$ cat src/inc/tag_filter_defs.svh
`ifndef TAG_FILTER_DEFS_SVH
`define TAG_FILTER_DEFS_SVH
// Function
// - Pass an ID only after 1 to 4 identical reads in a row; default 1.
// - Run validation before uniqueness; never report an unvalidated ID.
// - Reset-uniqueness command restarts filtering and zeroes the uniqueness timer.
// - Uniqueness timeout of 2 minutes (default), 15 s or 30 s.
// - Any timeout selection expires the clock and empties the history.
// - After expiry the first ID is new; compare only against newer entries.
// - Same ID keeps timer in reset; else unchanged ID re-reported per period.
// - Card-format mode on/off (off default); it inhibits relay control.
// - Card mode drops non-card tags unless translation is on, but pulses lock relay.
// - Card mode still takes commands and still sends serial data for card-capable tags.
// - Translation off sends raw; on translates rail/truck full frames only.
// - Transmit-all diagnostic setting suppresses translation.
// - Multi-tag sort with separate enable and disable; off by default.
// - Sort initialisation on (default) sends tag initialise during sort.
// - Sort initialisation off sends no initialise, so only new tags show.
// - Second alternate group select drops tags with mismatching bytes.
// - Card data retransmit interval 01 to FF seconds; default 1 second.
// - Interval hex digits accepted in upper or lower case.
// - Retransmit interval also covers translated non-card tags.
// - Per-protocol read enables with paired disable and enable codes.
// - Four-entry history; report if unlike first N+1 entries, N default 0.
// - Store every new validated ID in history even when not reported.
`define ID_W 64
`define CLK_HZ 100000000
`define TICK_PERIOD_S 1
`define TO_LONG_MIN 2
`define TO_SHORT_S 15
`define TO_MID_S 30
`define REG_CMD 4'h0
`define REG_STATUS 4'h4
`define CMD_XMIT_ALL 16'h0040
`define CMD_UNIQ_HI 12'h410
`define CMD_VALID_HI 12'h420
`define CMD_UNIQ_RESET 16'h0440
`define CMD_TO_LONG 16'h0441
`define CMD_TO_SHORT 16'h0442
`define CMD_TO_MID 16'h0443
`define CMD_CARD_OFF 16'h0450
`define CMD_CARD_ON 16'h0451
`define CMD_TRANS_OFF 16'h0452
`define CMD_TRANS_ON 16'h0453
`define CMD_SORT_ON 16'h0454
`define CMD_SORT_OFF 16'h0455
`define CMD_INIT_ON 16'h0456
`define CMD_INIT_OFF 16'h0457
`define CMD_ALT2_OFF 16'h0458
`define CMD_ALT2_ON 16'h0459
`define CMD_INTERVAL 16'h0046
`define CMD_PROTO_HI 12'h048
`define DEF_INTERVAL 8'h01
`define DEF_PROTO_EN 5'h1F
`define GRP_A10 8'h00
`define GRP_A12 8'h01
`define GRP_A13 8'h51
`define GRP_A14 8'h58
`define GRP_A15 8'h71
`define GRP_A16 8'h11
`define GRP_A17 8'h06
`endif

$ cat src/inc/tag_filter_pkg.sv
`include "tag_filter_defs.svh"
package tag_filter_pkg;
  typedef enum logic [1:0] {
    TO_LONG = 2'b00,
    TO_SHORT = 2'b01,
    TO_MID = 2'b10
  } tsel_e;
  typedef enum logic [1:0] {
    FRAME_FULL = 2'b00,
    FRAME_HALF = 2'b01,
    FRAME_DUAL = 2'b10
  } frame_e;
  typedef enum logic [2:0] {
    TRUCKING = 3'b000,
    VENDOR_A = 3'b001,
    VENDOR_B = 3'b010,
    INTERAGENCY = 3'b011,
    EXT_TRUCK = 3'b100,
    OTHER = 3'b101
  } proto_e;
  typedef struct packed {
    logic [`ID_W-1:0] id;
    proto_e proto;
    frame_e frame;
    logic card_fmt;
    logic rail_fmt;
    logic [7:0][7:0] grp;
  } tag_in_s;
  typedef struct packed {
    logic [`ID_W-1:0] id;
    logic translate;
  } tag_out_s;
  typedef struct packed {
    logic [4:0] proto_en;
    logic xmit_all;
    logic alt2;
    logic sort_init;
    logic sort;
    logic translate;
    logic card;
    tsel_e tsel;
    logic [1:0] uniq_n;
    logic [1:0] valid_n;
    logic [7:0] interval;
  } cfg_s;
  typedef struct packed {
    logic [4:0] rsvd;
    logic hist_any;
    logic cmd_err;
    cfg_s cfg;
  } status_s;
endpackage

$ cat src/rtl/tag_id_filter_config.sv
`timescale 1ns/1ps
`include "tag_filter_defs.svh"

module tag_id_filter_config #(
  parameter int TICK_CYCLES = `TICK_PERIOD_S * `CLK_HZ
) (
  input logic ref_clk,
  input logic rst_n,
  input logic [3:0] avs_address,
  input logic avs_read,
  input logic avs_write,
  input logic [31:0] avs_writedata,
  output logic [31:0] avs_readdata,
  output logic avs_waitrequest,
  input logic tag_valid,
  input tag_filter_pkg::tag_in_s tag_in,
  output logic ser_valid,
  output tag_filter_pkg::tag_out_s ser_data,
  output logic card_valid,
  output logic [`ID_W-1:0] card_id,
  output logic lock_relay,
  output logic relay_ctl_en,
  output logic sort_enable,
  output logic tag_init,
  output logic cmd_ack
);

  localparam tag_filter_pkg::cfg_s CFG_RST = '{
    proto_en: `DEF_PROTO_EN,
    xmit_all: 1'b0,
    alt2: 1'b0,
    sort_init: 1'b1,
    sort: 1'b0,
    translate: 1'b0,
    card: 1'b0,
    tsel: tag_filter_pkg::TO_LONG,
    uniq_n: 2'h0,
    valid_n: 2'h0,
    interval: `DEF_INTERVAL
  };

  // Bit 4 flags a character that is not a hex digit.
  function automatic logic [4:0] hex_nib(input logic [7:0] c);
    if (c >= 8'h30 && c <= 8'h39)
      hex_nib = {1'b0, c[3:0]};
    else if ((c >= 8'h41 && c <= 8'h46) || (c >= 8'h61 && c <= 8'h66))
      hex_nib = {1'b0, c[3:0] + 4'h9};
    else
      hex_nib = 5'h10;
  endfunction

  ////////////////////////////////////////////////////////////////////////////
  // Register bus and command decode.

  tag_filter_pkg::cfg_s cfg_q, cfg_d;
  logic resp_q, resp_d;
  logic [31:0] rdata_q, rdata_d;
  logic err_q, err_d;
  logic ack_q, ack_d;
  logic [3:0] hist_v_q, hist_v_d;
  logic wr_cmd, cmd_hit, cmd_clr;
  logic [15:0] code;
  logic [4:0] nib_hi, nib_lo;
  tag_filter_pkg::status_s status;

  assign code = avs_writedata[15:0];
  assign nib_hi = hex_nib(avs_writedata[31:24]);
  assign nib_lo = hex_nib(avs_writedata[23:16]);
  // One wait state per access; the request is taken when resp_q is set.
  assign avs_waitrequest = (avs_read || avs_write) && !resp_q;
  assign wr_cmd = avs_write && resp_q && avs_address == `REG_CMD;
  assign status = '{rsvd: 5'h00, hist_any: |hist_v_q, cmd_err: err_q,
                    cfg: cfg_q};

  always_comb
  begin
    cfg_d = cfg_q;
    err_d = err_q;
    cmd_hit = 1'b0;
    cmd_clr = 1'b0;
    resp_d = (avs_read || avs_write) && !resp_q;
    rdata_d = rdata_q;
    if (avs_read && !resp_q)
    begin
      if (avs_address == `REG_STATUS)
        rdata_d = status;
      else
        rdata_d = 32'h0000_0000;
    end
    if (wr_cmd)
    begin
      cmd_hit = 1'b1;
      if (code[15:4] == `CMD_VALID_HI && code[3:0] <= 4'h3)
        cfg_d.valid_n = code[1:0];
      else if (code[15:4] == `CMD_UNIQ_HI && code[3:0] <= 4'h3)
      begin
        cfg_d.uniq_n = code[1:0];
        cfg_d.xmit_all = 1'b0;
      end
      else if (code == `CMD_XMIT_ALL)
        cfg_d.xmit_all = 1'b1;
      else if (code == `CMD_UNIQ_RESET)
        cmd_clr = 1'b1;
      else if (code == `CMD_TO_LONG)
      begin
        cfg_d.tsel = tag_filter_pkg::TO_LONG;
        cmd_clr = 1'b1;
      end
      else if (code == `CMD_TO_SHORT)
      begin
        cfg_d.tsel = tag_filter_pkg::TO_SHORT;
        cmd_clr = 1'b1;
      end
      else if (code == `CMD_TO_MID)
      begin
        cfg_d.tsel = tag_filter_pkg::TO_MID;
        cmd_clr = 1'b1;
      end
      else if (code == `CMD_CARD_OFF || code == `CMD_CARD_ON)
        cfg_d.card = code[0];
      else if (code == `CMD_TRANS_OFF || code == `CMD_TRANS_ON)
        cfg_d.translate = code[0];
      else if (code == `CMD_SORT_ON || code == `CMD_SORT_OFF)
        cfg_d.sort = !code[0];
      else if (code == `CMD_INIT_ON || code == `CMD_INIT_OFF)
        cfg_d.sort_init = !code[0];
      else if (code == `CMD_ALT2_OFF || code == `CMD_ALT2_ON)
        cfg_d.alt2 = code[0];
      else if (code == `CMD_INTERVAL && !nib_hi[4] && !nib_lo[4]
               && {nib_hi[3:0], nib_lo[3:0]} != 8'h00)
        cfg_d.interval = {nib_hi[3:0], nib_lo[3:0]};
      else if (code[15:4] == `CMD_PROTO_HI && code[3:0] <= 4'h9)
        cfg_d.proto_en[code[3:1]] = code[0];
      else
        cmd_hit = 1'b0;
      err_d = !cmd_hit;
    end
    ack_d = cmd_hit;
  end

  always_ff @(posedge ref_clk)
  begin
    if (!rst_n)
    begin
      cfg_q <= CFG_RST;
      resp_q <= 1'b0;
      rdata_q <= 32'h0000_0000;
      err_q <= 1'b0;
      ack_q <= 1'b0;
    end
    else
    begin
      cfg_q <= cfg_d;
      resp_q <= resp_d;
      rdata_q <= rdata_d;
      err_q <= err_d;
      ack_q <= ack_d;
    end
  end

  ////////////////////////////////////////////////////////////////////////////
  // One-second time base and sort initialise pulses.

  logic [31:0] tick_cnt_q, tick_cnt_d;
  logic tick_q, tick_d;
  logic init_q, init_d;

  always_comb
  begin
    tick_d = tick_cnt_q == 32'(TICK_CYCLES - 1);
    tick_cnt_d = tick_d ? 32'h0000_0000 : tick_cnt_q + 32'h0000_0001;
    // Initialise is sent once per second while sorting with it enabled.
    init_d = tick_q && cfg_q.sort && cfg_q.sort_init;
  end

  always_ff @(posedge ref_clk)
  begin
    if (!rst_n)
    begin
      tick_cnt_q <= 32'h0000_0000;
      tick_q <= 1'b0;
      init_q <= 1'b0;
    end
    else
    begin
      tick_cnt_q <= tick_cnt_d;
      tick_q <= tick_d;
      init_q <= init_d;
    end
  end

  ////////////////////////////////////////////////////////////////////////////
  // Validation, uniqueness history and output formatting.

  logic [`ID_W-1:0] last_q, last_d;
  logic [2:0] rep_q, rep_d;
  logic [3:0][`ID_W-1:0] hist_q, hist_d;
  logic [7:0] to_cnt_q, to_cnt_d, retx_q, retx_d, to_limit;
  logic [`ID_W-1:0] card_last_q, card_last_d, card_id_q, card_id_d;
  logic ser_valid_q, ser_valid_d, card_valid_q, card_valid_d;
  tag_filter_pkg::tag_out_s ser_data_q, ser_data_d;
  logic lock_q, lock_d;
  logic tag_ok, grp_ok, same_last, vld_hit, same_head, dup;
  logic expire, report, card_ok, card_emit;
  logic [3:0] hv, match;

  always_comb
  begin
    case (cfg_q.tsel)
      tag_filter_pkg::TO_SHORT: to_limit = 8'(`TO_SHORT_S);
      tag_filter_pkg::TO_MID: to_limit = 8'(`TO_MID_S);
      default: to_limit = 8'(`TO_LONG_MIN * 60);
    endcase
  end

  // Bytes at tag addresses 10 and 12 through 17.
  assign grp_ok = tag_in.grp[0] == `GRP_A10 && tag_in.grp[2] == `GRP_A12
                  && tag_in.grp[3] == `GRP_A13 && tag_in.grp[4] == `GRP_A14
                  && tag_in.grp[5] == `GRP_A15 && tag_in.grp[6] == `GRP_A16
                  && tag_in.grp[7] == `GRP_A17;
  assign tag_ok = (tag_in.proto > tag_filter_pkg::EXT_TRUCK
                   || cfg_q.proto_en[tag_in.proto])
                  && (!cfg_q.alt2 || grp_ok);
  assign same_last = rep_q != 3'h0 && tag_in.id == last_q;
  always_comb
  begin
    if (!(tag_valid && tag_ok))
      rep_d = rep_q;
    else if (!same_last)
      rep_d = 3'h1;
    else if (rep_q == 3'h4)
      rep_d = rep_q;
    else
      rep_d = rep_q + 3'h1;
  end
  assign vld_hit = tag_valid && tag_ok
                   && rep_d > {1'b0, cfg_q.valid_n};
  assign expire = to_cnt_q >= to_limit;
  // Clearing happens before the store, so a tag in the same cycle is kept.
  assign hv = (expire || cmd_clr) ? 4'h0 : hist_v_q;

  generate
    for (genvar i = 0; i < 4; i++)
    begin : g_match
      assign match[i] = hv[i] && hist_q[i] == tag_in.id
                        && 2'(i) <= cfg_q.uniq_n;
    end
  endgenerate

  assign dup = |match;
  assign same_head = hv[0] && hist_q[0] == tag_in.id;
  assign report = vld_hit && (cfg_q.xmit_all || !dup);
  assign card_ok = tag_in.card_fmt || cfg_q.translate;
  assign card_emit = vld_hit && cfg_q.card && card_ok
                     && (report || tag_in.id != card_last_q
                         || retx_q >= cfg_q.interval);

  always_comb
  begin
    last_d = last_q;
    hist_d = hist_q;
    hist_v_d = hv;
    to_cnt_d = to_cnt_q;
    retx_d = retx_q;
    card_last_d = card_last_q;
    card_id_d = card_id_q;
    ser_data_d = ser_data_q;
    ser_valid_d = 1'b0;
    card_valid_d = 1'b0;
    lock_d = 1'b0;
    if (tick_q)
    begin
      if (to_cnt_q != 8'hFF)
        to_cnt_d = to_cnt_q + 8'h01;
      if (retx_q != 8'hFF)
        retx_d = retx_q + 8'h01;
    end
    if (expire || cmd_clr)
      to_cnt_d = 8'h00;
    if (tag_valid && tag_ok)
      last_d = tag_in.id;
    if (vld_hit)
    begin
      lock_d = cfg_q.card;
      to_cnt_d = 8'h00;
      if (!same_head)
      begin
        hist_d = {hist_q[2:0], tag_in.id};
        hist_v_d = {hv[2:0], 1'b1};
      end
    end
    // Serial data continues in card mode, restricted to card-capable tags.
    if (report && (!cfg_q.card || card_ok))
    begin
      ser_valid_d = 1'b1;
      ser_data_d.id = tag_in.id;
      ser_data_d.translate = cfg_q.translate && !cfg_q.xmit_all
                             && tag_in.rail_fmt
                             && tag_in.frame == tag_filter_pkg::FRAME_FULL;
    end
    if (card_emit)
    begin
      card_valid_d = 1'b1;
      card_id_d = tag_in.id;
      card_last_d = tag_in.id;
      retx_d = 8'h00;
    end
  end

  always_ff @(posedge ref_clk)
  begin
    if (!rst_n)
    begin
      last_q <= '0;
      rep_q <= 3'h0;
      hist_q <= '0;
      hist_v_q <= 4'h0;
      to_cnt_q <= 8'h00;
      retx_q <= 8'h00;
      card_last_q <= '0;
      card_id_q <= '0;
      ser_data_q <= '0;
      ser_valid_q <= 1'b0;
      card_valid_q <= 1'b0;
      lock_q <= 1'b0;
    end
    else
    begin
      rep_q <= rep_d;
      last_q <= last_d;
      hist_q <= hist_d;
      hist_v_q <= hist_v_d;
      to_cnt_q <= to_cnt_d;
      retx_q <= retx_d;
      card_last_q <= card_last_d;
      card_id_q <= card_id_d;
      ser_data_q <= ser_data_d;
      ser_valid_q <= ser_valid_d;
      card_valid_q <= card_valid_d;
      lock_q <= lock_d;
    end
  end

  assign avs_readdata = rdata_q;
  assign ser_valid = ser_valid_q;
  assign ser_data = ser_data_q;
  assign card_valid = card_valid_q;
  assign card_id = card_id_q;
  assign lock_relay = lock_q;
  assign relay_ctl_en = !cfg_q.card;
  assign sort_enable = cfg_q.sort;
  assign tag_init = init_q;
  assign cmd_ack = ack_q;
endmodule

$ cat config.mk
export PLATFORM = sky130hd
export DESIGN_NAME = tag_id_filter_config
export DESIGN_NICKNAME = d
export VERILOG_FILES = /design/src/inc/tag_filter_pkg.sv /design/src/rtl/tag_id_filter_config.sv
export VERILOG_INCLUDE_DIRS = /design/src /design/src/inc
export SDC_FILE = /design/constraint.sdc
export NUM_CORES = 1
export LEC_CHECK = 0
export ABC_AREA = 1
export BUFFER_PORTS_ARGS = -buffer_cell sky130_fd_sc_hd__buf_2
export CAP_MARGIN = 20
export CORE_MARGIN = 5
export CORE_UTILIZATION = 50
export CTS_BUF_LIST = sky130_fd_sc_hd__clkbuf_16
export CTS_CLUSTER_SIZE = 30
export DETAILED_ROUTE_END_ITERATION = 12
export GPL_TIMING_DRIVEN = 0
export PLACE_DENSITY = 0.77
export SYNTH_ARGS = -nofsm -noshare
export SYNTH_HDL_FRONTEND = slang
export SYNTH_SLANG_ARGS = --single-unit
$ cat constraint.sdc
create_clock -name ref_clk -period 3.6 [get_ports ref_clk]
set_input_delay 0.36 -clock ref_clk [delete_from_list [all_inputs] [get_ports ref_clk]]
set_output_delay 0.36 -clock ref_clk [all_outputs]
set_load 0.05 [all_outputs]
==> impl_results.md, run 1 <==
- Max Slew Vio Count: 0
- Vias in the first global route: 24.9k
- Share of Yosys cell area claimed by the top area cell type: 0.414
- Min-Delay Path Class: input port to flip-flop
- Initial Utilization: 0.506
- CTS tree: done
- Warnings from Yosys: 0
- Sequential share of power: 0.452
- Slew headroom: 0.146
- Sequential-to-total area share from yosys stat: 0.414
- Final antenna-violating net count: 0
- WHS Path Cells: 4
- Drc violations: 0
- Switching part of the total: 0.295
- Die width: 244 um
- Peak VDD IR: 393 uV
- IO Pins: 345
- Switching Power: 4420 uW
- Final nets: 4308
- Post-route insts no fill: 4849
- Die area: 59400 sq um
- Top-count cell post-synth: nand2_1
- Dominant synthesized flop cell: dfxtp_1
- Startpoint types: flip-flop
- Async S/R FF share, synth: 0
- Fmax: 286 MHz
- Lkg Pwr: 0.0133 uW
- Clock buffer depth: 3
- EDFF count, synth: 0
- CTS root buffer: clkbuf_16
- Ratio of cells with drive above 1 in the final layout: 0.138
- Reg-to-reg critical path startpoint: last_q[36]
- Syn_area_per_cell: 7.26 sq um
- Gate count of the mapped netlist: 3761
- Post-Syn Area: 27300 sq um
- WL met3: 11100 um
- Setup Skew: 0.0315 ns
- Max Used Layer: met5
- Row cnt: 85
- Synthesis-to-finish area growth: 15.9%
- Met2 WL post-DR: 42700 um
- DR vias/cell: 5.69
- Final min period: 3.50 ns
- Clock Pin Slew Worst Setup and Hold Paths: 0.06 ns
- Die Y: 244 um
- Setup TNS: 0 ns
- Final core utilization: 0.587
- GPL Wtd Cong: 1.01
- Top cells by area, synth: dfxtp_1 41%, nand2_1 12%, a21oi_1 7.7%
- RR Endpoint: hist_q[61]
- Port Buf Inserts: 272
- First-pass GRT wire length: 146000 um
- Total grt overflow: 0
- Status: complete, no violations
- Cells on worst reg2reg path: 21
- Critical path class: flip-flop to flip-flop
- Tightest Pin Transition: 1.28 ns
- CTS Sinks: 564
- Hold_buf cts: 0
- Core box area: 53900 sq um
- Placed instance count: 4735
- Power per standard cell area: 474 nW/um^2
- Overall Global Routing Usage: 0.311
- TritonRoute pass-1 iters: 6
- Synthesis-stage register bit count: 564
- Final HPWL DP: 72700 um
- Cell internal pwr: 10600 uW
- Pin count of the biggest net entering global routing: 17
- Final wirelength: 98000 um
- Wire per inst: 20.2 um
- M1 WL: 39300 um
- Initial antenna violation count: 2
- Final setup viols: 0
- Crit share post-route: 0.972
- Clock network power share: 0.395
- Total CTS buffers: 58
- Final hold violations: 0
- Top cell type by total area after synthesis: dfxtp_1
- Synth cell types: 52
- Crit-path max FO: 10
- Post-route setup slack: 0.101 ns
- Hold worst-path end: ser_data[0]
- H-tree Lvls: 2
- Dpl ws: -1.32 ns
- WP data arrival: 4.05 ns
- Worst endpoint required time: 4.15 ns
- Slack of the worst reg-to-reg path: 0.10 ns
- MaxCap Viol Count: 0
- Vias: 27.6k
- Worst setup EP type: flip-flop
- HP Start: tag_in[66]
- Logic gate share of total power: 0.154
- Worst-Skew Late Latency: 0.65 ns
- Initial DRC Count: 3683
- Commonest cells in the synthesized netlist: 882 x nand2_1, 564 x dfxtp_1, 419 x a21oi_1
-- layout make-up --
class                      instances  area, sq um
fill                            4951        22300
multi-input combinational       2644        13600
sequential                       564        11300
buffer                           264         1530
clock buffer                      58         1450
timing repair buffer             279         1430
inverter                         293         1100
tap                              696          871
clock inverter                    50          387
antenna                            1         2.50
-- sequential cells by signal, indices dropped and copies added (netlist names), 3 cells and up --
| register | cells |
|---|---|
| ser_data | 65 |
| avs_readdata | 27 |
| hist_v_q | 4 |
| rep_q | 3 |
| hist_q | 256 |
| last_q | 64 |
| cfg_q | 24 |
| tick_cnt_q | 32 |
| card_id | 64 |
| to_cnt_q | 8 |
| retx_q | 8 |
-- cell families after synthesis --
kind of cell               after synthesis  synth area share
DFF                                    564             0.414
and+or+nand+nor                       1602             0.251
AOI/OAI and AO/OA                      739             0.144
buffers and inverters                  557            0.0918
muxes                                    1          0.000367
other                                    1          0.000137
xor gates and xnor gates               269            0.0863
adders and majority gates               28            0.0128
-- timing repair --
action | 4_1_cts | 5_1_grt
gates resized for setup | 28 | 43
buffers inserted | 5 | 0
pin swaps | 2 | 2
endpoints found under the setup margin | 407 | 375
-- routing by layer --
metal / GRT usage / vias up
li1: - / 13004
met5: 0 / -
met2: 0.486 / 1535
met3: 0.0651 / 262
met1: 0.420 / 12770
met4: 0.133 / 2
-- power by group through the flow --
stage / registers, uW / clock network [uW] / logic, uW
final: 6780 / 5920 / 2310
after global routing: 6810 / 6230 / 2480
after CTS: 6770 / 5930 / 2230
after detailed placement: 6900 / 0 / 2190
after global placement: 6890 / 0 / 2160
after floorplan: 7040 / 0 / 1340
-- worst max-delay path by stage --
stage,start,to,slack [ns],depth (start not counted)
finish,last_q[36],hist_q[61],0.10,21
detailed placement,tag_in[21],hist_q[100],-1.32,21
global placement,tag_in[23],ser_data[15],-1.27,21
floorplan,tag_in[61],hist_q[21],0.50,21
CTS,rep_q[0],hist_q[7],-0.04,23
global route,last_q[36],hist_q[186],-0.001,21
-- stage by stage --
stage,total power (uW),area (sq um),hold WS (ns)
final,15000,31600,0.0366
after global routing,15500,31600,0.0500
after CTS,14900,31500,0.0206
after detailed placement,9090,29600,0.442
after global placement,9050,29500,0.432
after floorplan,8380,27300,0.418
-- worst max-delay path, cell delays in order (launching register included) --
cell,delay [ns]
dfxtp_1,0.32
xnor2_1,0.17
nand2_1,0.10
nor3_2,0.14
nand4_1,0.29
nor2_4,0.27
nand3_1,0.13
nor2_1,0.12
a22oi_1,0.08
inv_1,0.07
ha_1,0.23
inv_1,0.06
nor2_1,0.04
o21ai_2,0.19
a21oi_4,0.11
buf_4,0.16
nand2_2,0.08
buf_8,0.19
buf_8,0.20
buf_4,0.24
nand2_1,0.08
a21oi_1,0.14
-- cells in the final DEF (no fill, tap or decap), drive strengths merged, types with 5 or more instances in the layout --
| cell | n |
|---|---|
| nand3b | 6 |
| a21oi | 429 |
| or2 | 10 |
| clkbuf | 159 |
| nand3 | 131 |
| o2111ai | 6 |
| inv | 305 |
| nand4 | 181 |
| clkinv | 33 |
| xor2 | 129 |
| buf | 442 |
| conb | 5 |
| o22ai | 21 |
| bufinv | 5 |
| dfxtp | 564 |
| o211ai | 6 |
| nor3 | 33 |
| a31oi | 5 |
| o21a | 7 |
| nand2 | 885 |
| a211oi | 15 |
| nor4 | 22 |
| xnor2 | 140 |
| ha | 28 |
| nor2 | 327 |
| a221oi | 10 |
| o21ai | 233 |
No activity file was read; power rests on OpenSTA's default activity.
==> run 2, diff against run 1 <==
Settings changed: PLACE_DENSITY 0.77 to 0.8.
Clock period 3.6 ns to 3 ns, I/O delays scaled along.
==> run 2 against run 1 <==
Largest power group unchanged. The flow now finishes with violations (negative setup slack). Hold slack worse by 0.035 ns. Clock power up 19%. Largest cell class unchanged. Maximum frequency down 0.50%.
==> impl_results.md, run 2 (same netlist as run 1, synthesis figures left out) <==
- Fin area: 32600 sq um (+3.1%)
- Drc violations: 0 (unchanged)
- MaxCap Viol Count: 0 (unchanged)
- Port Buf Inserts: 272 (unchanged)
- Wire per inst: 20.9 um (+3.3%)
- Switching Power: 5460 uW (+23%)
- Post-route setup slack: -0.517 ns (-0.618 ns)
- Power, Total: 18200 uW (+21%)
- Initial DRC Count: 3605 (-2.1%)
- Sequential share of power: 0.448 (-0.004)
- Vias: 28.3k (+2.7%)
- Die width: 244 um (unchanged)
- Core box area: 53900 sq um (unchanged)
- DP Area: 29600 sq um (about the same)
- Slew headroom: 0.125 (-0.0212)
- Peak VDD IR: 508 uV (+30%)
- Final nets: 4336 (+0.65%)
- Synthesis-to-finish area growth: 19.6%
- TritonRoute pass-1 iters: 6 (unchanged)
- Die Y: 244 um (unchanged)
- Crit share post-route: 1.17 (+0.200)
- Total grt overflow: 0 (unchanged)
- Status: finished with violations
- CTS tree: done
- Setup TNS: -165.62 ns (-165.62 ns)
- Logic gate share of total power: 0.163 (+0.009)
- Setup Skew: 0.0182 ns (-0.0133 ns)
- Hold_buf cts: 0 (unchanged)
- Initial Utilization: 0.506 (unchanged)
- H-tree Lvls: 2 (unchanged)
- Startpoint types: flip-flop
- RSZ-0062 raised after global routing: yes
- CTS Sinks: 564 (unchanged)
- Highest-count cells in the layout ignoring fill and taps: 869 x nand2_1, 559 x dfxtp_1, 408 x a21oi_1
- Largest reg by FF count: hist_q
- Row cnt: 85 (unchanged)
- Total CTS buffers: 60 (+3.4%)
- Final antenna-violating net count: 0 (unchanged)
- Worst setup EP type: flip-flop
- Power per standard cell area: 556 nW/um^2 (+17%)
- Die area: 59400 sq um (unchanged)
- Initial antenna violation count: 1 (-1)
- Violated checks: negative setup slack
- Overall Global Routing Usage: 0.322 (+0.0102)
- Pin count of the biggest net entering global routing: 15 (-2)
- Fmax: 284 MHz (-0.50%)
- Vias in the first global route: 25.7k (+3.3%)
- Lkg Pwr: 0.0137 uW (+2.8%)
- Fillers: 4778 (-3.5%)
- Post-route insts no fill: 4878 (+0.60%)
- Crit-path max FO: 10 (unchanged)
- DR vias/cell: 5.81 (+2.1%)
- GPL Wtd Cong: 0.998 (-0.83%)
- WP data arrival: 4.07 ns (+0.02 ns)
- Worst-Skew Late Latency: 0.64 ns (about the same)
- Final wirelength: 102000 um (+4.0%)
- First-pass GRT wire length: 151000 um (+3.1%)
- Clock Pin Slew Worst Setup and Hold Paths: 0.07 ns (about the same)
- Final HPWL DP: 73500 um (+1.1%)
- Max Slew Vio Count: 0 (unchanged)
- Clock network power share: 0.389 (-0.006)
- Ratio of cells with drive above 1 in the final layout: 0.165 (+0.0265)
- Min-Delay Path Class: input port to flip-flop
- Max FFs per register: 256 (unchanged)
- Final setup viols: 407 (+407)
- Final min period: 3.52 ns (+0.0176 ns)
- IO Pins: 345 (unchanged)
- Most common cell after layout, fill and taps aside: nand2_1
- Cell internal pwr: 12700 uW (+20%)
- Clock buffer depth: 3 (unchanged)
- Slack of the worst reg-to-reg path: -0.52 ns (-0.62 ns)
- Critical path class: flip-flop to flip-flop
- Final hold violations: 0 (unchanged)
- Tightest Pin Transition: 1.31 ns (+0.0318 ns)
- Placed instance count: 4735 (unchanged)
- Switching part of the total: 0.301 (+0.00595)
- CTS root buffer: clkbuf_16
- Worst endpoint required time: 3.55 ns (-0.60 ns)
==> run 2: changes by cell type in the layout (fill, tap and decap cells not counted), sizes merged <==
cell / change
buf: +36
clkinvlp: +3
clkinv: -6
bufinv: -3
clkbuf: -7
inv: +6
==> run 2: power groups by stage <==
stage          clock (uW)  combinational (uW)  sequential, uW
2_1_floorplan           0                1610            8440
3_3_place_gp            0                2580            8270
3_5_place_dp            0                2620            8280
4_1_cts              7010                2780            8120
5_1_grt              7380                3150            8170
6_report             7060                2960            8140
==> run 2: path summary, 6_finish.rpt <==
check / cells after the start / endpoint / start
setup reg to reg: 22 / hist_q[178] / rep_q[0]
setup / recovery: 22 / hist_q[178] / rep_q[0]
hold / removal: 4 / ser_data[0] / tag_in[67]
hold reg to reg: 1 / tick_cnt_q[0] / tick_cnt_q[0]
==> run 2: cell type report <==
class | count | area (sq um) | share of cell area
Clock buffer | 61 | 1530 | 0.0468
Tap cell | 696 | 871 | 0.0267
Antenna cell | 1 | 2.50 | 0.0000767
Multi-Input combinational cell | 2644 | 13900 | 0.426
Sequential cell | 564 | 11300 | 0.346
Buffer | 263 | 1890 | 0.0578
Clock inverter | 50 | 283 | 0.00866
Inverter | 293 | 1110 | 0.0339
Timing Repair Buffer | 306 | 1750 | 0.0535
==> run 2: per-layer routing <==
layer / vias to the layer above / share of wire / global-route usage
met1: 13142 / 0.38 / 0.419
met5: - / 0.00013 / 0
met2: 1718 / 0.43 / 0.489
met3: 371 / 0.13 / 0.0939
li1: 13094 / - / -
met4: 2 / 0.059 / 0.159
==> run 2: worst max-delay path: stages (launching register included) <==
cell	delay, ns
dfxtp_2	0.37
inv_1	0.06
ha_2	0.19
nand2_2	0.11
nand4_1	0.12
nor2_2	0.22
nand2_2	0.09
nor2_4	0.23
nand3_2	0.17
nor2_2	0.13
a22oi_2	0.08
inv_2	0.07
ha_4	0.20
inv_2	0.06
nor2_2	0.03
o21ai_2	0.21
a21oi_4	0.14
nand2_4	0.12
buf_12	0.17
buf_12	0.17
buf_6	0.17
nand2_1	0.08
a21oi_1	0.21
==> run 2: stage by stage <==
stage	hold slack [ns]	setup WS [ns]	util
after floorplan	0.418	0.0548	-
after global placement	0.431	-1.66	0.548
after detailed placement	0.443	-1.71	0.548
after CTS	0.00172	-0.383	0.598
after global routing	0.0117	-0.547	0.605
final	0.00124	-0.517	0.605
==> run 2: timing repair <==
action	4_1_cts	5_1_grt
pin swaps	19	19
cloned	2	2
endpoints found under the setup margin	408	408
resized for setup	184	117
buffers inserted	25	3
